--- config.mk ---
export PLATFORM = sky130hd
export DESIGN_NAME = pefs_top
export DESIGN_NICKNAME = d
export VERILOG_FILES = /design/src/design/pefs_pkg.sv /design/src/design/pefs_sync.sv /design/src/design/pefs_pin_cell.sv /design/src/design/pefs_top.sv
export SDC_FILE = /design/constraint.sdc
export NUM_CORES = 1
export LEC_CHECK = 0
export ABC_AREA = 1
export ABC_CLOCK_PERIOD_IN_PS = 2150
export BUFFER_PORTS_ARGS = -buffer_cell sky130_fd_sc_hd__buf_2
export CORE_MARGIN = 4
export CORE_UTILIZATION = 55
export CTS_BUF_LIST = sky130_fd_sc_hd__clkbuf_4 sky130_fd_sc_hd__clkbuf_8 sky130_fd_sc_hd__clkbuf_16
export DETAILED_ROUTE_END_ITERATION = 10
export HOLD_SLACK_MARGIN = 0.12
export PLACE_DENSITY = 0.95
export SLEW_MARGIN = 20
export SYNTH_ARGS = -nofsm -noshare
export SYNTH_HDL_FRONTEND = slang
export SYNTH_SLANG_ARGS = --single-unit
export TNS_END_PERCENT = 1
--- constraint.sdc ---
create_clock -name clk -period 2.15 [get_ports clk]
set_input_delay 0.43 -clock clk [delete_from_list [all_inputs] [get_ports clk]]
set_output_delay 0.43 -clock clk [all_outputs]
set_load 0.01 [all_outputs]
--- src/design/pefs_pkg.sv ---
// Constants, register map and types for the upper port E pin mux
package pefs_pkg;
  // Register bus shape
  localparam int ADDR_W = 4;
  localparam int DATA_W = 16;
  // Pins 16..24 map to index 0..8
  localparam int NPINS = 9;
  localparam int SEL_W = 2;
  localparam int TOP_PIN_IDX = 8;
  localparam int NFIELDS = DATA_W / SEL_W;
  // Register offsets
  localparam logic [ADDR_W-1:0] OFF_TOP_SEL = 4'h0;
  localparam logic [ADDR_W-1:0] OFF_HIGH_SEL = 4'h2;
  localparam logic [ADDR_W-1:0] OFF_DIR = 4'h4;
  // Writable bit masks; other bits read as zero
  localparam logic [DATA_W-1:0] TOP_SEL_MASK = 16'h0003;
  localparam logic [DATA_W-1:0] HIGH_SEL_MASK = 16'hffff;
  localparam logic [DATA_W-1:0] DIR_MASK = 16'h01ff;
  // Reset values and host boot values
  localparam logic [DATA_W-1:0] TOP_SEL_RST = 16'h0000;
  localparam logic [DATA_W-1:0] HIGH_SEL_RST = 16'h0000;
  localparam logic [DATA_W-1:0] DIR_RST = 16'h0000;
  localparam logic [DATA_W-1:0] TOP_SEL_BOOT = 16'h0001;
  localparam logic [DATA_W-1:0] HIGH_SEL_BOOT = 16'h5555;
  localparam logic [DATA_W-1:0] READ_IDLE = 16'h0000;
  // Selector codes
  localparam logic [SEL_W-1:0] SEL_PORT = 2'h0;
  localparam logic [SEL_W-1:0] SEL_HOST = 2'h1;
  localparam logic [SEL_W-1:0] SEL_SERIAL = 2'h2;
  localparam logic [SEL_W-1:0] SEL_BAD = 2'h3;
  // Pins whose serial function may drive the pad
  localparam logic [NPINS-1:0] SER_DRIVE_MASK = 9'h0b6;
  // Width of the input synchroniser (pins plus boot strap)
  localparam int SYNC_W = NPINS + 1;
  // Start-up sequence that captures the boot strap
  typedef enum logic [1:0] {
    ST_WAIT0 = 2'h0,
    ST_WAIT1 = 2'h1,
    ST_LOAD = 2'h3,
    ST_RUN = 2'h2
  } pefs_state_t;
endpackage : pefs_pkg

--- src/design/pefs_sync.sv ---
// Two-flop synchroniser for pad and strap inputs
`timescale 1ns/1ps
`default_nettype none
module pefs_sync
  import pefs_pkg::*;
#(
  parameter int W = 1
) (
  input wire logic clk,
  input wire logic arst_n,
  input wire logic [W-1:0] async_in,
  output logic [W-1:0] sync_out
);
  // First stage, read only by the second
  logic [W-1:0] meta;

  // Both stages clear to zero under reset
  always_ff @(posedge clk or negedge arst_n)
  begin
    if (!arst_n)
    begin
      meta <= '0;
      sync_out <= '0;
    end
    else
    begin
      meta <= async_in;
      sync_out <= meta;
    end
  end
endmodule : pefs_sync
`default_nettype wire

--- src/design/pefs_pin_cell.sv ---
// Registered routing cell for one multiplexed pad
`timescale 1ns/1ps
`default_nettype none
module pefs_pin_cell
  import pefs_pkg::*;
#(
  parameter logic SER_CAN_DRIVE = 1'b0
) (
  input wire logic clk,
  input wire logic arst_n,
  input wire logic [SEL_W-1:0] sel,
  input wire logic dir,
  input wire logic pad_sync,
  input wire logic gpio_out,
  input wire logic host_out,
  input wire logic host_oe,
  input wire logic ser_out,
  input wire logic ser_oe,
  output logic pad_out,
  output logic pad_oe_n,
  output logic gpio_in,
  output logic host_in,
  output logic ser_in
);
  // Pad drive and enable follow the selected function
  always_ff @(posedge clk or negedge arst_n)
  begin
    if (!arst_n)
    begin
      pad_out <= 1'b0;
      pad_oe_n <= 1'b1;
    end
    else
    begin
      case (sel)
        SEL_PORT:
        begin
          pad_out <= gpio_out;
          pad_oe_n <= ~dir;
        end
        SEL_HOST:
        begin
          pad_out <= host_out;
          pad_oe_n <= ~host_oe;
        end
        SEL_SERIAL:
        begin
          // Input-only serial functions never get the pad
          pad_out <= ser_out;
          pad_oe_n <= ~(ser_oe & SER_CAN_DRIVE);
        end
        default:
        begin
          // Never two drivers: release the pad
          pad_out <= 1'b0;
          pad_oe_n <= 1'b1;
        end
      endcase
    end
  end

  // Only the selected function sees the pad; others read zero
  always_ff @(posedge clk or negedge arst_n)
  begin
    if (!arst_n)
    begin
      gpio_in <= 1'b0;
      host_in <= 1'b0;
      ser_in <= 1'b0;
    end
    else
    begin
      gpio_in <= (sel == SEL_PORT) & pad_sync;
      host_in <= (sel == SEL_HOST) & pad_sync;
      ser_in <= (sel == SEL_SERIAL) & pad_sync;
    end
  end
endmodule : pefs_pin_cell
`default_nettype wire

--- src/design/pefs_top.sv ---
// Function select registers and pad routing for port E pins 24..16
//
// The address map and the address-and-strobe port were left to the implementer.
`timescale 1ns/1ps
`default_nettype none
// Operation
// - Selector registers are 16-bit read/write.
// - Top register bits 15..2 read zero.
// - Pin 24: port, host data 15, serial1_clear_to_send.
// - Pin 23: port, host data 14, serial1_request_to_send.
// - Pin 22: port, host data 13, serial0_clear_to_send.
// - Pin 21: port, host data 12, serial0_request_to_send.
// - Pin 20: port, host data 11, serial1_clock.
// - Pin 19: port, host data 10, serial1_receive.
// - Pin 18: port, host data 9, serial1_transmit.
// - Pin 17: port, host data 8, serial0_clock.
// - Pin 16: port, host data 7, serial0_receive.
// - Normal boot: all selectors reset to port.
// - Host boot: selectors start as host data.
// - Direction bits act only in port mode.
// - Direction one drives, zero listens.
module pefs_top
  import pefs_pkg::*;
(
  input wire logic clk,
  input wire logic arst_n,
  input wire logic [pefs_pkg::ADDR_W-1:0] addr,
  input wire logic [pefs_pkg::DATA_W-1:0] wr_data,
  input wire logic wr_en,
  input wire logic rd_en,
  output logic [pefs_pkg::DATA_W-1:0] rd_data,
  input wire logic host_boot_strap,
  input wire logic [pefs_pkg::NPINS-1:0] pad_in,
  output logic [pefs_pkg::NPINS-1:0] pad_out,
  output logic [pefs_pkg::NPINS-1:0] pad_oe_n,
  input wire logic [pefs_pkg::NPINS-1:0] gpio_out,
  output logic [pefs_pkg::NPINS-1:0] gpio_in,
  input wire logic [pefs_pkg::NPINS-1:0] host_data_out,
  input wire logic [pefs_pkg::NPINS-1:0] host_data_oe,
  output logic [pefs_pkg::NPINS-1:0] host_data_in,
  input wire logic [pefs_pkg::NPINS-1:0] serial_out,
  input wire logic [pefs_pkg::NPINS-1:0] serial_oe,
  output logic [pefs_pkg::NPINS-1:0] serial_in,
  output logic init_done
);
  import pefs_pkg::*;

  // Register map seen by software:
  //   OFF_TOP_SEL  pin 24 selector in bits 1:0, the rest reads zero
  //   OFF_HIGH_SEL pins 23..16 selectors, two bits per pin
  //   OFF_DIR      direction bits for pins 24..16 in bits 8:0
  // Any other offset reads zero and swallows writes.
  // Selector for pin 24
  logic [DATA_W-1:0] port_e_top_pin_function_select;
  // Selectors for pins 23..16
  logic [DATA_W-1:0] port_e_high_pins_function_select;
  // Direction bits for pins 24..16
  logic [DATA_W-1:0] port_e_high_direction;
  // Start-up sequencer
  pefs_state_t state;
  pefs_state_t next_state;
  // Synchronised pads and strap
  logic [SYNC_W-1:0] sync_bus;
  logic [NPINS-1:0] pad_sync;
  logic boot_sync;
  // Per-pin selector codes
  logic [SEL_W-1:0] pin_sel [NPINS];
  // Decoded strobes
  logic wr_top;
  logic wr_high;
  logic wr_dir;

  // Keep the old field wherever software writes the banned code
  // Storing it would leave a pad with no defined owner; keeping the
  // old code costs a little logic but means no field ever reads 11.
  // Legal fields of the same write still take effect.
  function automatic logic [DATA_W-1:0] merge_sel(
    input logic [DATA_W-1:0] old_val,
    input logic [DATA_W-1:0] new_val
  );
    logic [DATA_W-1:0] res;
    res = new_val;
    for (int f = 0; f < NFIELDS; f++)
    begin
      if (new_val[f*SEL_W +: SEL_W] == SEL_BAD)
      begin
        res[f*SEL_W +: SEL_W] = old_val[f*SEL_W +: SEL_W];
      end
    end
    return res;
  endfunction : merge_sel

  // Pads and strap come from outside and pass two flops
  // The strap shares the synchroniser so it lines up with the pads;
  // the two-cycle lag is why the sequencer waits before loading.
  pefs_sync #(
    .W(SYNC_W)
  ) u_sync (
    .clk(clk),
    .arst_n(arst_n),
    .async_in({host_boot_strap, pad_in}),
    .sync_out(sync_bus)
  );
  assign pad_sync = sync_bus[NPINS-1:0];
  assign boot_sync = sync_bus[NPINS];

  // Writes only count once the strap has been applied
  // A write during start-up is dropped, not delayed: software must
  // wait for init_done before it programs the mux.
  assign wr_top = wr_en && (state == ST_RUN) && (addr == OFF_TOP_SEL);
  assign wr_high = wr_en && (state == ST_RUN) && (addr == OFF_HIGH_SEL);
  assign wr_dir = wr_en && (state == ST_RUN) && (addr == OFF_DIR);

  // Next step of the start-up sequence
  always_comb
  begin
    case (state)
      // First edge after release: strap enters the first flop
      ST_WAIT0: next_state = ST_WAIT1;
      // Second edge: strap reaches the second flop
      ST_WAIT1: next_state = ST_LOAD;
      // Boot codes land on this edge
      ST_LOAD: next_state = ST_RUN;
      // Normal operation until the next reset
      ST_RUN: next_state = ST_RUN;
      // Unused codes restart the sequence
      default: next_state = ST_WAIT0;
    endcase
  end

  // Sequencer waits for the strap to clear the synchroniser
  // A reset in mid-run repeats the whole capture
  always_ff @(posedge clk or negedge arst_n)
  begin
    if (!arst_n)
    begin
      state <= ST_WAIT0;
    end
    else
    begin
      state <= next_state;
    end
  end

  // Flag for software and peripherals that the mux is live
  // Raised on the edge that loads the boot codes, so the first cycle
  // with init_done high already accepts writes
  always_ff @(posedge clk or negedge arst_n)
  begin
    if (!arst_n)
    begin
      // Nothing is live until the strap has been applied
      init_done <= 1'b0;
    end
    else
    begin
      init_done <= (next_state == ST_RUN);
    end
  end

  // Pin 24 selector; upper bits are not stored
  always_ff @(posedge clk or negedge arst_n)
  begin
    if (!arst_n)
    begin
      port_e_top_pin_function_select <= TOP_SEL_RST;
    end
    else if (state == ST_LOAD)
    begin
      // The strap is caught after release, never under reset
      if (boot_sync)
      begin
        port_e_top_pin_function_select <= TOP_SEL_BOOT;
      end
      // Without the strap the reset value already selects the port
    end
    else if (wr_top)
    begin
      // Software write; only the two low bits are stored
      port_e_top_pin_function_select <= merge_sel(
        port_e_top_pin_function_select,
        wr_data & TOP_SEL_MASK);
    end
  end

  // Pins 23..16 selectors
  always_ff @(posedge clk or negedge arst_n)
  begin
    if (!arst_n)
    begin
      port_e_high_pins_function_select <= HIGH_SEL_RST;
    end
    else if (state == ST_LOAD)
    begin
      if (boot_sync)
      begin
        port_e_high_pins_function_select <= HIGH_SEL_BOOT;
      end
      // Without the strap every pin stays a port
    end
    else if (wr_high)
    begin
      // Software write of all eight fields at once
      port_e_high_pins_function_select <= merge_sel(
        port_e_high_pins_function_select,
        wr_data & HIGH_SEL_MASK);
    end
  end

  // Direction bits; the pin cells consult them only in port mode
  always_ff @(posedge clk or negedge arst_n)
  begin
    if (!arst_n)
    begin
      // Every pin starts as an input
      port_e_high_direction <= DIR_RST;
    end
    else if (wr_dir)
    begin
      // Reserved bits 15..9 are forced to zero
      port_e_high_direction <= wr_data & DIR_MASK;
    end
  end

  // Read data stands for one cycle after the strobe, else zero
  always_ff @(posedge clk or negedge arst_n)
  begin
    if (!arst_n)
    begin
      rd_data <= READ_IDLE;
    end
    else if (rd_en)
    begin
      case (addr)
        // Pin 24 selector; bits 15..2 are not stored and read zero
        OFF_TOP_SEL: rd_data <= port_e_top_pin_function_select;
        // All eight selectors for pins 23..16
        OFF_HIGH_SEL: rd_data <= port_e_high_pins_function_select;
        // Direction bits; bits 15..9 read zero
        OFF_DIR: rd_data <= port_e_high_direction;
        default: rd_data <= READ_IDLE;
      endcase
    end
    else
    begin
      // Zero between reads, so a stale word is never taken for data
      rd_data <= READ_IDLE;
    end
  end

  // One routing cell per pad; pin 24 takes its code from the top register
  generate
    for (genvar i = 0; i < NPINS; i++)
    begin : g_pin
      if (i == TOP_PIN_IDX)
      begin : g_top
        // Pin 24 has a register of its own; its serial function,
        // serial1_clear_to_send, is input only
        assign pin_sel[i] = port_e_top_pin_function_select[SEL_W-1:0];
      end
      else
      begin : g_high
        // Pins 23..16: ..by field position
        assign pin_sel[i] =
          port_e_high_pins_function_select[i*SEL_W +: SEL_W];
      end

      // Each cell registers its pad outputs so every top output comes
      // straight from a flop; the price is one cycle of routing lag
      pefs_pin_cell #(
        .SER_CAN_DRIVE(SER_DRIVE_MASK[i])
      ) u_cell (
        .clk(clk),
        .arst_n(arst_n),
        .sel(pin_sel[i]),
        .dir(port_e_high_direction[i]),
        .pad_sync(pad_sync[i]),
        .gpio_out(gpio_out[i]),
        .host_out(host_data_out[i]),
        .host_oe(host_data_oe[i]),
        .ser_out(serial_out[i]),
        .ser_oe(serial_oe[i]),
        .pad_out(pad_out[i]),
        .pad_oe_n(pad_oe_n[i]),
        .gpio_in(gpio_in[i]),
        .host_in(host_data_in[i]),
        .ser_in(serial_in[i])
      );
    end
  endgenerate

  // Functions per pin (index i is pin 16+i), code 01 is host data 7+i:
  //   pin 24 bits 1:0 of top: serial1_clear_to_send, input only
  //   pin 23 bits 15:14: serial1_request_to_send, drives
  //   pin 22 bits 13:12: serial0_clear_to_send, input only
  //   pin 21 bits 11:10: serial0_request_to_send, drives
  //   pin 20 bits 9:8: serial1_clock, drives
  //   pin 19 bits 7:6: serial1_receive, input only
  //   pin 18 bits 5:4: serial1_transmit, drives
  //   pin 17 bits 3:2: serial0_clock, drives
  //   pin 16 bits 1:0: serial0_receive, input only
  // SER_DRIVE_MASK carries the drives column.
endmodule : pefs_top
`default_nettype wire

==> key figures <==
Synth
  • Sequential share of the synthesized area: 58.64%
  • Syn Nets: 574
  • Yosys reg bits: 111
  • Yosys warns: 0
  • Synth top area share: 53.67%
  • Gate Count Post-Synth: ~500
  • Leading post-synthesis cells by cell area: dfrtp_1 54%, nand2_1 7.8%, buf_4 7.3%
  • Most area-hungry cell type in the Yosys netlist: dfrtp_1
  • Mapped cell area: approximately 0.0048 mm^2
  • Cell variety after synth: 29
  • Avg Cell Area, Syn: about 9.6 um^2

STA
  • Crit path time final: ~1.5 ns
  • Slew HR: 66.80%
  • Worst slew pin tran: 0.4975 ns
  • Hold Slack: 0.1667 ns
  • Worst Setup Slack, final: 0.6361 ns
  • Final Hold Fails: 0
  • Final setup vio count: 0
  • Max Slew Vio Count: 0
  • Fin Clk Skew: between 0.008 and 0.009 ns
  • Fmax: roughly 0.66 GHz
  • Sum Neg Setup Slack: 0 ns
  • RSZ-0062 raised after global routing: false
  • Post-route clock period utilization: a little over two thirds

Global routing
  • Largest net degree at the start of global routing: 49
  • All-Layer GR Usage: 20.51%
  • Grt total ovfl: 0
  • Vias in the first global route: 3610
  • Initial antenna violation count: 0
  • First-pass GRT wire length: 16320 um

Die
  • Die area: 0.01020 mm^2
  • Die width: 101.0 um
  • Starting Density: 57.30%
  • Core footprint: 0.008299 mm^2
  • Site Rows: 33
  • Die H: about 100 um
  • I/O pin total: 141

Cells and area
  • Fill cells: 657
  • Number of antenna diodes: 0
  • Most frequent cells in the layout: 135 x buf_2, 102 x dfrtp_1, 99 x nand2_1
  • Area Overhead vs Synth: 14.08%
  • Final net count: 668
  • Post-Layout Cell Count: 699
  • Commonest non-fill, non-tap cell in the layout: buf_2
  • Share of cells above drive strength 1: 32.66%
  • Final Util: 65.37%

Setup path
  • CP Max Fanout: 13
  • FF-to-FF path depth: 7
  • R2r endpoint: port_e_top_pin_function_select[0]$_DFFE_PN0P_
  • Critical Path RT: 2.41 ns
  • Reg2Reg Launch Point: state[1]$_DFF_PN0_
  • Reg2reg setup slack: around 0.64 ns
  • CP endpoint kind: flip-flop
  • Crit Path Category: reg -> reg
  • Data arrival, critical path: approximately 1.8 ns
  • Startpoint type of the worst setup path: flip-flop

Detailed routing
  • Post-DR wirelength/cell: between 10 and 15 um
  • DRC violations left: 0
  • DR iter-0 viols: 150
  • Drt via density: 5.057
  • Via Count: 3535
  • Antenna-violating nets left: 0
  • DR pass1 iterations: 4
  • Drt total wl: 10310 um

Clocking
  • CTS buffer count: 9
  • Clk_lat worst skew: between 0.3 and 0.4 ns
  • CTS Buffer Depth: 2
  • Setup repair bufs after CTS: 0
  • Post-CTS sizing: 0
  • Clock sink total: approximately 110
  • Clock slew at reported path FFs: 0.10 ns
  • Post-cts hold buffer count: 1
  • H-tree depth: 3
  • CTS tree: built
  • Root Buffer: clkbuf_8

Place
  • Gpl congestion: 0.8346
  • DP Cell Count: 682
  • IO buf count: roughly 140
  • HPWL Detailed: between 7000 and 8000 um
  • Place WS: between 0.6 and 0.7 ns

Flow run
  • Max_cap viols: 0

Min path
  • HP Class: in -> reg
  • Worst hold path startpoint: pad_in[0]
  • Worst Hold End: u_sync.meta[0]$_DFF_PN0_
  • Cells on Worst Hold Path: 1

Pwr
  • P_leak: 2.992 nW
  • Pwr/cell area: 895.7 mW/mm^2
  • Worst vdd ir: 0.4406 mV

Run status
  • Outcome: finished clean
[cell usage after synthesis (all sizes together)]
library cell    n
nand4          14
nand3          50
clkinv          1
o22ai           2
dfrtp         102
inv            61
dfstp           9
clkbuf          6
o21ai          15
nand2         104
nor3           20
o221ai          5
buf            53
or2             2
a21oi           8
nor2           43
[registers in the layout, indices dropped and copies added (netlist names)]
register / count
g_pin.u_cell.ser_in: 9
g_pin.u_cell.pad_out: 9
init_done: 1
port_e_high_pins_function_select: 16
g_pin.u_cell.pad_oe_n: 9
port_e_top_pin_function_select: 2
rd_data: 16
state: 2
u_sync.meta: 10
g_pin.u_cell.host_in: 9
u_sync.sync_out: 10
port_e_high_direction: 9
g_pin.u_cell.gpio_in: 9
[logic make-up (layout without fill, tap and decap cells)]
logic type	after synthesis	in the layout	share of synthesized area [%]
simple gates	233	233	22.99
flops	111	111	58.64
compound gates	30	30	4.393
buf+inv	121	220	13.97
[worst max path at each step]
stage | start | endpoint | slack (ns) | depth (start not counted)
floorplan | addr[0] | port_e_high_direction[8]$_DFFE_PN0P_ | 0.90 | 7
global placement | addr[1] | port_e_high_pins_function_select[12]$_DFFE_PN0P_ | 0.65 | 8
detailed placement | addr[1] | port_e_high_pins_function_select[13]$_DFFE_PN0P_ | 0.61 | 8
CTS | state[1]$_DFF_PN0_ | port_e_top_pin_function_select[0]$_DFFE_PN0P_ | 0.64 | 7
global route | state[1]$_DFF_PN0_ | port_e_high_pins_function_select[15]$_DFFE_PN0P_ | 0.53 | 7
finish | state[1]$_DFF_PN0_ | port_e_top_pin_function_select[0]$_DFFE_PN0P_ | 0.64 | 7
[per-layer routing]
layer	vias up	wire length (um)	track usage [%]
li1	1712	-	-
met1	1676	3885	24.09
met2	132	5317	36.61
met3	15	950	5.052
met4	0	156	6.953
met5	-	0	0
[critical path: stages, from the launching register on]
cell,delay [ns]
dfrtp_1,0.43
nand2_2,0.25
inv_2,0.29
nand2_1,0.08
nand2_1,0.16
nand2_1,0.09
nand2_1,0.06
nand2_1,0.05
[metrics by stage]
step	power (mW)	cell area (um^2)
2_1_floorplan	3.315	4756
3_3_place_gp	3.459	5189
3_5_place_dp	3.527	5189
4_1_cts	4.909	5425
5_1_grt	5.120	5425
6_report	4.859	5425
[cell type report]
| type | count | area [um^2] | share of cell area [%] |
|---|---|---|---|
| Clock buffer | 9 | 123.9 | 2.283 |
| Clock inverter | 7 | 102.6 | 1.891 |
| Inverter | 62 | 232.7 | 4.290 |
| Multi-Input combinational cell | 263 | 1303 | 24.01 |
| Sequential cell | 111 | 2789 | 51.41 |
| Tap cell | 105 | 131.4 | 2.422 |
| Timing Repair Buffer | 142 | 743.2 | 13.70 |
[report_power, final]
part	internal [mW]	switching, mW	total, mW
logic	0.348	0.518	0.866
clock network	0.673	0.712	1.39
registers	2.40	0.203	2.61
total	3.43	1.43	4.86
Power figures use the tool's default switching activity.
